### src/inc/hdlc_tx_map.svh
// Notes on behaviour
// [RULE_01] Transmit buffer is 64 bytes, cyclic; block size 16 or 32 by select bit.
// [RULE_02] Block size defaults to 32 bytes, select bit at zero.
// [RULE_03] Pool-ready raised after transmitter reset and when a sent block frees space.
// [RULE_04] Pool-ready means one block of space; any smaller byte count is accepted.
// [RULE_05] Buffer empty mid-frame aborts with seven ones and raises underrun.
// [RULE_06] Collision while first block still buffered retries the frame automatically.
// [RULE_07] Collision after first block raises message-repeat; host resends whole frame.
// [RULE_08] Host software never masks the message-repeat source.
// [RULE_09] Underrun and repeat reset buffer; writes ignored until status is read.
// [RULE_10] Block-send command sends buffered block, opening flag at frame start.
// [RULE_11] Message-end completes frame; CRC and closing flag appended.
// [RULE_12] Transmitter reset clears transmitter logic and all buffered data.
// [RULE_13] Send plus end locks buffer until frame sent; alone, pool-ready on space.
// [RULE_14] Block-send leaving space unused gives pool-ready at once and starts sending.
// [RULE_15] Writing past block size sets overflow; host must reset and restart.
// [RULE_16] Readable write-enable flag shows the buffer accepts data.
// [RULE_17] New block-size setting applies only at next send, end or reset command.
// [RULE_18] Buffer holds several complete frames while their total fits 64 bytes.
// [RULE_19] Host loads whole frame; CRC appended unless CRC-disable is set.
// [RULE_20] Between frames send flags or idle ones as configured.
// [RULE_21] Per-channel enables select D, B1, B2 slots singly or combined.
// [RULE_22] Transmission starts in the first enabled channel of a highway frame.
// [RULE_23] A status source is suppressed from the interrupt when its mask bit is one.
// [RULE_24] Reading the status clears the pool-ready, underrun and repeat bits returned.
`ifndef HDLC_TX_MAP_SVH
`define HDLC_TX_MAP_SVH
`define BUF_DEPTH 7'h40
`define BLK_32 7'h20
`define BLK_16 7'h10
`define PTR_ONE 7'h01
`define FLAG_BYTE 8'h7e
`define ABORT_LAST 5'h06
`define BYTE_LAST 5'h07
`define CRC_LAST 5'h0f
`define STUFF_ONES 3'h5
`define CRC_INIT 16'hffff
`define CRC_POLY 16'h8408
`define CNT_MAX 8'hff
`define IRQ_XPR 0
`define IRQ_XDU 1
`define IRQ_XMR 2
`define CH_D 2'h0
`define CH_B1 2'h1
`define CH_B2 2'h2
`endif

### src/inc/hdlc_tx_pkg.sv
package hdlc_tx_pkg;
	typedef enum logic [5:0] {
		S_IDLE = 6'h01,
		S_OPEN = 6'h02,
		S_DATA = 6'h04,
		S_CRC = 6'h08,
		S_CLOSE = 6'h10,
		S_ABORT = 6'h20
	} tx_state_t;

	typedef struct packed {
		logic [63:0][7:0] mem;
		logic [63:0] eom;
		logic [6:0] wptr;
		logic [6:0] cptr;
		logic [6:0] rptr;
		logic [6:0] rel;
		logic [6:0] bs;
		logic [6:0] blk;
		logic [7:0] fcnt;
		logic armed;
		logic lock;
		logic ovf;
		logic eom_cur;
		logic sync;
		logic [2:0] irq;
		tx_state_t st;
		logic [7:0] sh;
		logic [4:0] bitc;
		logic [2:0] ones;
		logic [15:0] crc;
		logic txd;
	} tx_regs_t;

	typedef struct packed {
		logic block_send;
		logic message_end;
		logic reset;
	} tx_cmd_t;
endpackage

### src/hdl/hdlc_tx_fifo_control.sv
`timescale 1ns/1ns
`include "hdlc_tx_map.svh"
module hdlc_tx_fifo_control
	import hdlc_tx_pkg::*;
(
	// clock and reset
	input wire logic clk,
	input wire logic rst_n,
	// host data and commands
	input wire logic wr_valid,
	input wire logic [7:0] wr_data,
	input wire tx_cmd_t cmd,
	input wire logic irq_status_rd,
	// configuration
	input wire logic tx_block_size_sel,
	input wire logic tx_crc_disable,
	input wire logic interframe_fill_sel,
	input wire logic d_slot_access_enable,
	input wire logic b1_slot_access_enable,
	input wire logic b2_slot_access_enable,
	input wire logic [2:0] link_irq_mask_reg,
	// status
	output logic [2:0] link_irq_status_reg,
	output logic tx_irq,
	output logic tx_overflow_flag,
	output logic tx_write_enable_flag,
	// serial highway
	input wire logic hw_frame_start,
	input wire logic hw_bit_strobe,
	input wire logic [1:0] hw_chan,
	input wire logic hw_collision,
	output logic tx_bit
);

	tx_regs_t r, n;
	logic tick, slot_en, errlock, free_ok, avail, in_frame, start, stuff, b;
	logic ev_xpr, ev_xdu, ev_xmr, do_cmd;
	logic [6:0] used;
	logic [5:0] last_idx;
	// flag pattern as a bit-indexable value, so each sent bit is a one-bit select
	localparam logic [7:0] flag_pat = `FLAG_BYTE;

	function automatic logic [15:0] crc_step(input logic [15:0] c, input logic d);
		crc_step = (c >> 1) ^ (((c[0] ^ d)) ? `CRC_POLY : 16'h0000);
	endfunction

	//////////////////////////////////////////////////////////////////////////
	// slot selection and derived conditions

	// [RULE_21] channel enables
	always_comb begin
		unique case (hw_chan)
			`CH_D: slot_en = d_slot_access_enable;
			`CH_B1: slot_en = b1_slot_access_enable;
			`CH_B2: slot_en = b2_slot_access_enable;
			default: slot_en = 1'b0;
		endcase
	end

	assign tick = hw_bit_strobe & slot_en;
	assign errlock = r.irq[`IRQ_XDU] | r.irq[`IRQ_XMR];
	// [RULE_01] 64-byte cyclic store
	assign used = r.wptr - r.rel;
	// [RULE_04] one block free
	assign free_ok = (`BUF_DEPTH - used) >= r.bs;
	assign avail = r.rptr != r.cptr;
	assign in_frame = (r.st == S_OPEN) | (r.st == S_DATA) | (r.st == S_CRC);
	// the first enabled slot after a highway frame start is the only start point
	assign start = tick & (r.sync | hw_frame_start) & avail & ~errlock;
	assign stuff = r.ones == `STUFF_ONES;
	assign do_cmd = (cmd.block_send | cmd.message_end) & ~errlock;

	//////////////////////////////////////////////////////////////////////////
	// next state

	always_comb begin
		n = r;
		ev_xpr = 1'b0;
		ev_xdu = 1'b0;
		ev_xmr = 1'b0;
		b = 1'b1;
		// [RULE_15] writes beyond the block still land, but flag overflow
		if (wr_valid && !errlock && !r.lock) begin
			n.mem[r.wptr[5:0]] = wr_data;
			n.eom[r.wptr[5:0]] = 1'b0;
			if (r.blk >= r.bs)
				n.ovf = 1'b1;
			else
				n.blk = r.blk + `PTR_ONE;
			// a full buffer overwrites its oldest byte
			if (used != `BUF_DEPTH)
				n.wptr = r.wptr + `PTR_ONE;
		end
		last_idx = n.wptr[5:0] - 6'h01;
		// [RULE_10] commit written bytes for transmission
		if (do_cmd) begin
			n.cptr = n.wptr;
			n.blk = 7'h00;
			// [RULE_11] end of message mark on the last written byte
			// [RULE_18] per-byte frame marks
			n.eom[last_idx] = cmd.message_end;
			// [RULE_17] block size latched only at a command
			n.bs = tx_block_size_sel ? `BLK_16 : `BLK_32;
			// [RULE_13] combined commands lock until the frame is out
			if (cmd.block_send && cmd.message_end)
				n.lock = 1'b1;
			else
				// [RULE_14] pool ready early
				n.armed = 1'b1;
		end
		if (hw_frame_start)
			n.sync = 1'b1;
		if (tick) begin
			n.sync = 1'b0;
			unique case (r.st)
				S_IDLE: begin
					// [RULE_20] interframe fill
					b = interframe_fill_sel ? flag_pat[r.bitc[2:0]] : 1'b1;
					n.bitc = {2'b00, r.bitc[2:0] + 3'h1};
					// [RULE_22] frame aligned start with opening flag
					if (start) begin
						b = flag_pat[3'h0];
						n.st = S_OPEN;
						n.bitc = 5'h01;
						n.crc = `CRC_INIT;
						n.fcnt = 8'h00;
						n.ones = 3'h0;
					end
				end
				S_OPEN: begin
					b = flag_pat[r.bitc[2:0]];
					n.bitc = r.bitc + 5'h01;
					if (r.bitc == `BYTE_LAST) begin
						n.st = S_DATA;
						n.bitc = 5'h00;
						n.sh = r.mem[r.rptr[5:0]];
						n.eom_cur = r.eom[r.rptr[5:0]];
						n.rptr = r.rptr + `PTR_ONE;
						n.fcnt = r.fcnt + 8'h01;
					end
				end
				S_DATA, S_CRC: begin
					if (stuff) begin
						b = 1'b0;
						n.ones = 3'h0;
					end else begin
						b = (r.st == S_DATA) ? r.sh[0] : ~r.crc[0];
						n.ones = b ? r.ones + 3'h1 : 3'h0;
						n.bitc = r.bitc + 5'h01;
						if (r.st == S_DATA) begin
							n.sh = r.sh >> 1;
							n.crc = crc_step(r.crc, b);
						end else begin
							n.crc = {1'b1, r.crc[15:1]};
						end
						if (r.st == S_CRC && r.bitc == `CRC_LAST) begin
							n.st = S_CLOSE;
							n.bitc = 5'h00;
						end
						if (r.st == S_DATA && r.bitc == `BYTE_LAST) begin
							n.bitc = 5'h00;
							if (r.eom_cur) begin
								// [RULE_19] CRC unless disabled
								n.st = tx_crc_disable ? S_CLOSE : S_CRC;
							end else if (avail) begin
								n.sh = r.mem[r.rptr[5:0]];
								n.eom_cur = r.eom[r.rptr[5:0]];
								n.rptr = r.rptr + `PTR_ONE;
								n.fcnt = (r.fcnt == `CNT_MAX) ? r.fcnt : r.fcnt + 8'h01;
							end else begin
								// [RULE_05] underrun aborts the frame
								n.st = S_ABORT;
								ev_xdu = 1'b1;
							end
						end
					end
				end
				S_CLOSE: begin
					// five ones at the frame end still need their zero before the flag
					if (stuff) begin
						b = 1'b0;
						n.ones = 3'h0;
					end else begin
						b = flag_pat[r.bitc[2:0]];
						n.bitc = r.bitc + 5'h01;
						if (r.bitc == `BYTE_LAST) begin
							n.st = S_IDLE;
							n.bitc = 5'h00;
							// [RULE_13] locked buffer released once the frame is sent
							if (r.lock) begin
								n.lock = 1'b0;
								n.armed = 1'b1;
							end
						end
					end
				end
				S_ABORT: begin
					// [RULE_05] seven ones
					b = 1'b1;
					n.bitc = r.bitc + 5'h01;
					if (r.bitc == `ABORT_LAST) begin
						n.st = S_IDLE;
						n.bitc = 5'h00;
					end
				end
				default: n.st = S_IDLE;
			endcase
			n.txd = b;
		end
		// [RULE_06] retry while the first block is still held
		if (hw_collision && in_frame) begin
			n.st = S_IDLE;
			n.bitc = 5'h00;
			if (r.fcnt <= {1'b0, r.bs})
				n.rptr = r.rel;
			else
				// [RULE_07] message repeat
				ev_xmr = 1'b1;
		end
		// first block stays held until the frame is past it
		if (!(in_frame && r.fcnt <= {1'b0, r.bs}))
			n.rel = n.rptr;
		// [RULE_09] underrun and repeat empty the buffer
		if (ev_xdu || ev_xmr) begin
			n.wptr = 7'h00;
			n.cptr = 7'h00;
			n.rptr = 7'h00;
			n.rel = 7'h00;
			n.blk = 7'h00;
			n.lock = 1'b0;
		end
		// [RULE_03] pool ready once a block of space is free
		if (r.armed && free_ok && !r.lock) begin
			ev_xpr = 1'b1;
			n.armed = 1'b0;
		end
		// [RULE_24] read clears what it returned, a new event wins
		n.irq = (r.irq & ~({3{irq_status_rd}} & r.irq)) | {ev_xmr, ev_xdu, ev_xpr};
		// [RULE_12] transmitter reset clears pointers, block count, lock, overflow and line state, not pending status
		if (cmd.reset) begin
			n.wptr = 7'h00;
			n.cptr = 7'h00;
			n.rptr = 7'h00;
			n.rel = 7'h00;
			n.blk = 7'h00;
			n.bs = tx_block_size_sel ? `BLK_16 : `BLK_32;
			n.lock = 1'b0;
			n.ovf = 1'b0;
			n.armed = 1'b1;
			n.st = S_IDLE;
			n.bitc = 5'h00;
			n.txd = 1'b1;
		end
	end

	//////////////////////////////////////////////////////////////////////////
	// state register

	// [RULE_02] default block size is 32
	always_ff @(posedge clk) begin
		if (!rst_n) begin
			r <= '0;
			r.bs <= `BLK_32;
			r.st <= S_IDLE;
			r.txd <= 1'b1;
		end else begin
			r <= n;
		end
	end

	//////////////////////////////////////////////////////////////////////////
	// outputs

	assign link_irq_status_reg = r.irq;
	// [RULE_23] masked sources do not reach the interrupt line
	assign tx_irq = |(r.irq & ~link_irq_mask_reg);
	assign tx_overflow_flag = r.ovf;
	// [RULE_16] write enable tracks one free block
	assign tx_write_enable_flag = free_ok & ~r.lock & ~errlock;
	assign tx_bit = r.txd;
endmodule

### config.mk
export PLATFORM = sky130hd
export DESIGN_NAME = hdlc_tx_fifo_control
export DESIGN_NICKNAME = d
export VERILOG_FILES = /design/src/inc/hdlc_tx_pkg.sv /design/src/hdl/hdlc_tx_fifo_control.sv
export VERILOG_INCLUDE_DIRS = /design/src /design/src/inc
export SDC_FILE = /design/constraint.sdc
export NUM_CORES = 2
export LEC_CHECK = 0
export ABC_AREA = 1
export BUFFER_PORTS_ARGS = -buffer_cell sky130_fd_sc_hd__buf_2
export CAP_MARGIN = 20
export CORE_ASPECT_RATIO = 1.75
export CORE_UTILIZATION = 39
export DETAILED_ROUTE_END_ITERATION = 12
export PLACE_DENSITY = 0.56
export SYNTH_ARGS = -nofsm -noshare
export SYNTH_HDL_FRONTEND = slang
export SYNTH_SLANG_ARGS = --single-unit
### constraint.sdc
create_clock -name clk -period 3.3 [get_ports clk]
set_input_delay 0.165 -clock clk [delete_from_list [all_inputs] [get_ports clk]]
set_output_delay 0.165 -clock clk [all_outputs]
set_load 0.03 [all_outputs]
==> metrics <==
run status=complete, but fails checks; failing checks=setup timing; Final Setup Violations=63; H-Tree Depth=3; first-pass GRT wire length=around 170 mm; critical path fanouts, max=5; I/O pin count=36; Post-Syn Area per Cell=approximately 7.1 um2; Worst Setup End Kind=output pin; Post-synth EDFFs=0; Vias/cell=around 5.5; Setup WS pre-CTS=-0.0243 ns; area post-placement=approximately 33,000 um2; Final TNS setup=-2.47 ns; post-synthesis sequential area ratio=a little over two fifths; largest net degree at the start of global routing=200; layout cell share with drive strength beyond 1=under 10%; Arrival @ worst endpoint=between 3 and 4 ns; Setup Crit Path Kind=reg -> out; drt wl/cell=around 20 um; Pwr Density=480 nW/um2; Final WS setup=-0.128 ns; ant diodes=0; R2R depth=22; Leak=0.0133 uW; DRT Pass-1 Iters=7; RSZ-0062 raised after global routing=yes; VDD IR max=0.429 mV; Primary FF master, synth=dfxtp_1; post-route cell area=between 30,000 and 40,000 um2; antenna-violating nets left=0; Syn-to-layout area delta=14.5%; Hold Path Depth=3; register bit total from synthesis=between 600 and 700; Via Count=a little over 30,000; worst slew pin tran=between 1 and 1.5 ns; YS warnings=0; initial drt markers=about 2,500; DP Wirelength=about 71 mm; clock latency on the worst-skew pair=0.66 ns; die width=roughly 220 um; final wirelength=around 110 mm; post-synth net total=approximately 4,500; max reg flops=between 600 and 700; vias in the first global route=27,800; RePlAce Congestion=slightly below 0.9; Post-Synthesis Cell Area=~31,000 um2; root buffer cell=clkbuf_16; initial antenna violation count=6; FFs w/ async S/R, synth=0%; R2R setup slack=-0.08 ns; # fillers=8,163; die area=81,900 um2; CP required=roughly 3.1 ns; Hold WS=about 0.055 ns; # placed instances=approximately 5,300; clock-pin slew on the worst setup and hold paths=0.07 ns; starting density of the core=just under 40%; clock period minus worst slack=about 3.4 ns; CTS Buffer Depth=3; Rel. slew slack=24.3%; FF-to-FF End=r[140]; Fmax=between 200 and 300 MHz; core area=79,900 um2; worst setup path start=r[90]; global route total overflow=0; period utilization=104%; Nets=about 4,400; drt drc=0; Setup Skew=0.0261 ns; Worst setup SP type=flop; Hold Path End=r[188]; # rows=roughly 140; Die Span Y=around 380 um; GRT Overall Usage=between 20% and 30%; PortBufs=35; clock sink total=about 670; Hold Crit Class=in -> reg; post-synth cell types=49; post-route insts no fill=5,467; Final Max Tran Viols=0; RR Startpoint=r[90]; Hold Path Origin=wr_data[3]; CTS Buf Count=66; CTS tree=built; Final Hold Violating Endpoints=0; post-synthesis cell count=around 4,400; Max-Cap Viols=0
[per-stage QoR]
stage / utilization (%) / power, uW
final: 45.1 / 17300
after global placement: 41.4 / 9370
after floorplan: - / 8980
after detailed placement: 41.4 / 9370
after global routing: 45.1 / 17800
after CTS: 44.4 / 17200
[what timing repair did]
| item | in CTS | in global routing |
|---|---|---|
| gates resized for setup | 12 | 54 |
| setup endpoints to repair | 27 | 66 |
| setup buffers | 1 | 7 |
| endpoints found under the hold margin | 45 | 0 |
| hold buffers | 11 | 0 |
| gates cloned | 1 | 14 |
| pin swaps | 4 | 32 |
[how the worst max path moves through the flow]
stage,depth (start not counted),to,slack (ns)
3_5_place_dp,22,r[134],-0.02
3_3_place_gp,22,r[118],0.03
5_1_grt,22,r[133],-0.25
6_report,16,tx_write_enable_flag,-0.13
2_1_floorplan,19,r[103],0.16
4_1_cts,15,tx_write_enable_flag,-0.21
[kinds of logic after synthesis]
logic type,share of synthesized area (%)
simple gates,14.4
buf+inv,11.4
fa+ha+maj,1.06
compound gates,30.2
xor+xnor,0.362
flops,42.6
[cell usage after synthesis, types with 2 or more instances]
cell	count	share of area, %
nor4_1	8	0.16
o21a_1	15	0.36
o22ai_1	24	0.48
buf_6	11	0.39
o31ai_1	4	0.095
a311oi_1	3	0.084
nor2_2	12	0.24
dfxtp_1	669	43
nand2_2	16	0.32
o221ai_1	3	0.084
a211oi_1	17	0.41
or2_2	9	0.18
a221oi_1	5	0.14
o211ai_1	36	0.86
nand3_2	7	0.22
inv_1	550	6.6
a21oi_1	737	12
o2111ai_1	66	1.8
clkbuf_1	293	3.5
o21ai_1	10	0.16
buf_2	16	0.25
nor2_4	2	0.072
a31oi_1	29	0.58
nand4_1	78	1.6
o311ai_0	3	0.084
nand2_1	376	4.5
o22a_1	5	0.14
nor3_1	34	0.54
clkinv_1	5	0.060
inv_2	10	0.12
buf_4	12	0.29
nor2_1	302	3.6
nand4_2	2	0.079
xnor2_1	5	0.14
and3_1	2	0.040
ha_1	25	0.99
o21ai_0	821	13
xor2_1	8	0.22
nand3_1	179	2.8
buf_1	20	0.24
[metal layers]
metal	share of wire, %	GRT usage [%]
met1	40	30.5
met2	51	47.6
met3	4.7	3.20
met4	5.2	13.4
met5	0.034	0
[area by class of cell]
class	instances	area (um2)	area share, %
clock inverters	26	279	0.774
flip-flops and latches	669	13400	37.2
inverters	565	2130	5.90
clock buffers	88	1900	5.27
multi-input cells	2852	14700	40.9
well taps	1042	1300	3.62
repair buffers	225	2270	6.30
[worst max-delay path, stage by stage (launching register included)]
cell	delay (ns)
dfxtp_2	0.33
inv_2	0.05
ha_4	0.15
fa_1	0.51
ha_2	0.16
inv_1	0.04
nor2_2	0.09
nand3_2	0.07
buf_4	0.14
nor2_4	0.12
nand3_4	0.14
buf_4	0.17
buf_4	0.14
inv_1	0.11
o21ai_2	0.10
and3_4	0.16
buf_6	0.13
[cells in the final DEF (no fill, tap or decap), types with 12 or more instances in the layout]
| cell | netlist | routed |
|---|---|---|
| buf_4 | 12 | 128 |
| nor3_1 | 34 | 34 |
| o22ai_1 | 24 | 24 |
| a21oi_1 | 737 | 737 |
| nor2_1 | 302 | 299 |
| o21a_1 | 15 | 15 |
| a31oi_1 | 29 | 29 |
| o21ai_0 | 821 | 819 |
| nand3_1 | 179 | 173 |
| nand2_1 | 376 | 361 |
| ha_1 | 25 | 22 |
| clkbuf_16 | 0 | 79 |
| o2111ai_1 | 66 | 66 |
| dfxtp_1 | 669 | 664 |
| clkinv_2 | 0 | 14 |
| buf_2 | 16 | 33 |
| nand2_2 | 16 | 20 |
| inv_1 | 550 | 547 |
| a211oi_1 | 17 | 17 |
| nand4_1 | 78 | 78 |
| buf_12 | 0 | 29 |
| inv_2 | 10 | 12 |
| o211ai_1 | 36 | 36 |
[report_power, final]
part | switching (uW) | total, uW | internal, uW
Sequential | 26.1 | 8150 | 8120
Combinational | 856 | 1280 | 428
Clock | 3400 | 7840 | 4440
Total | 4280 | 17300 | 13000
Note: power is estimated with default switching activity, not from simulation.
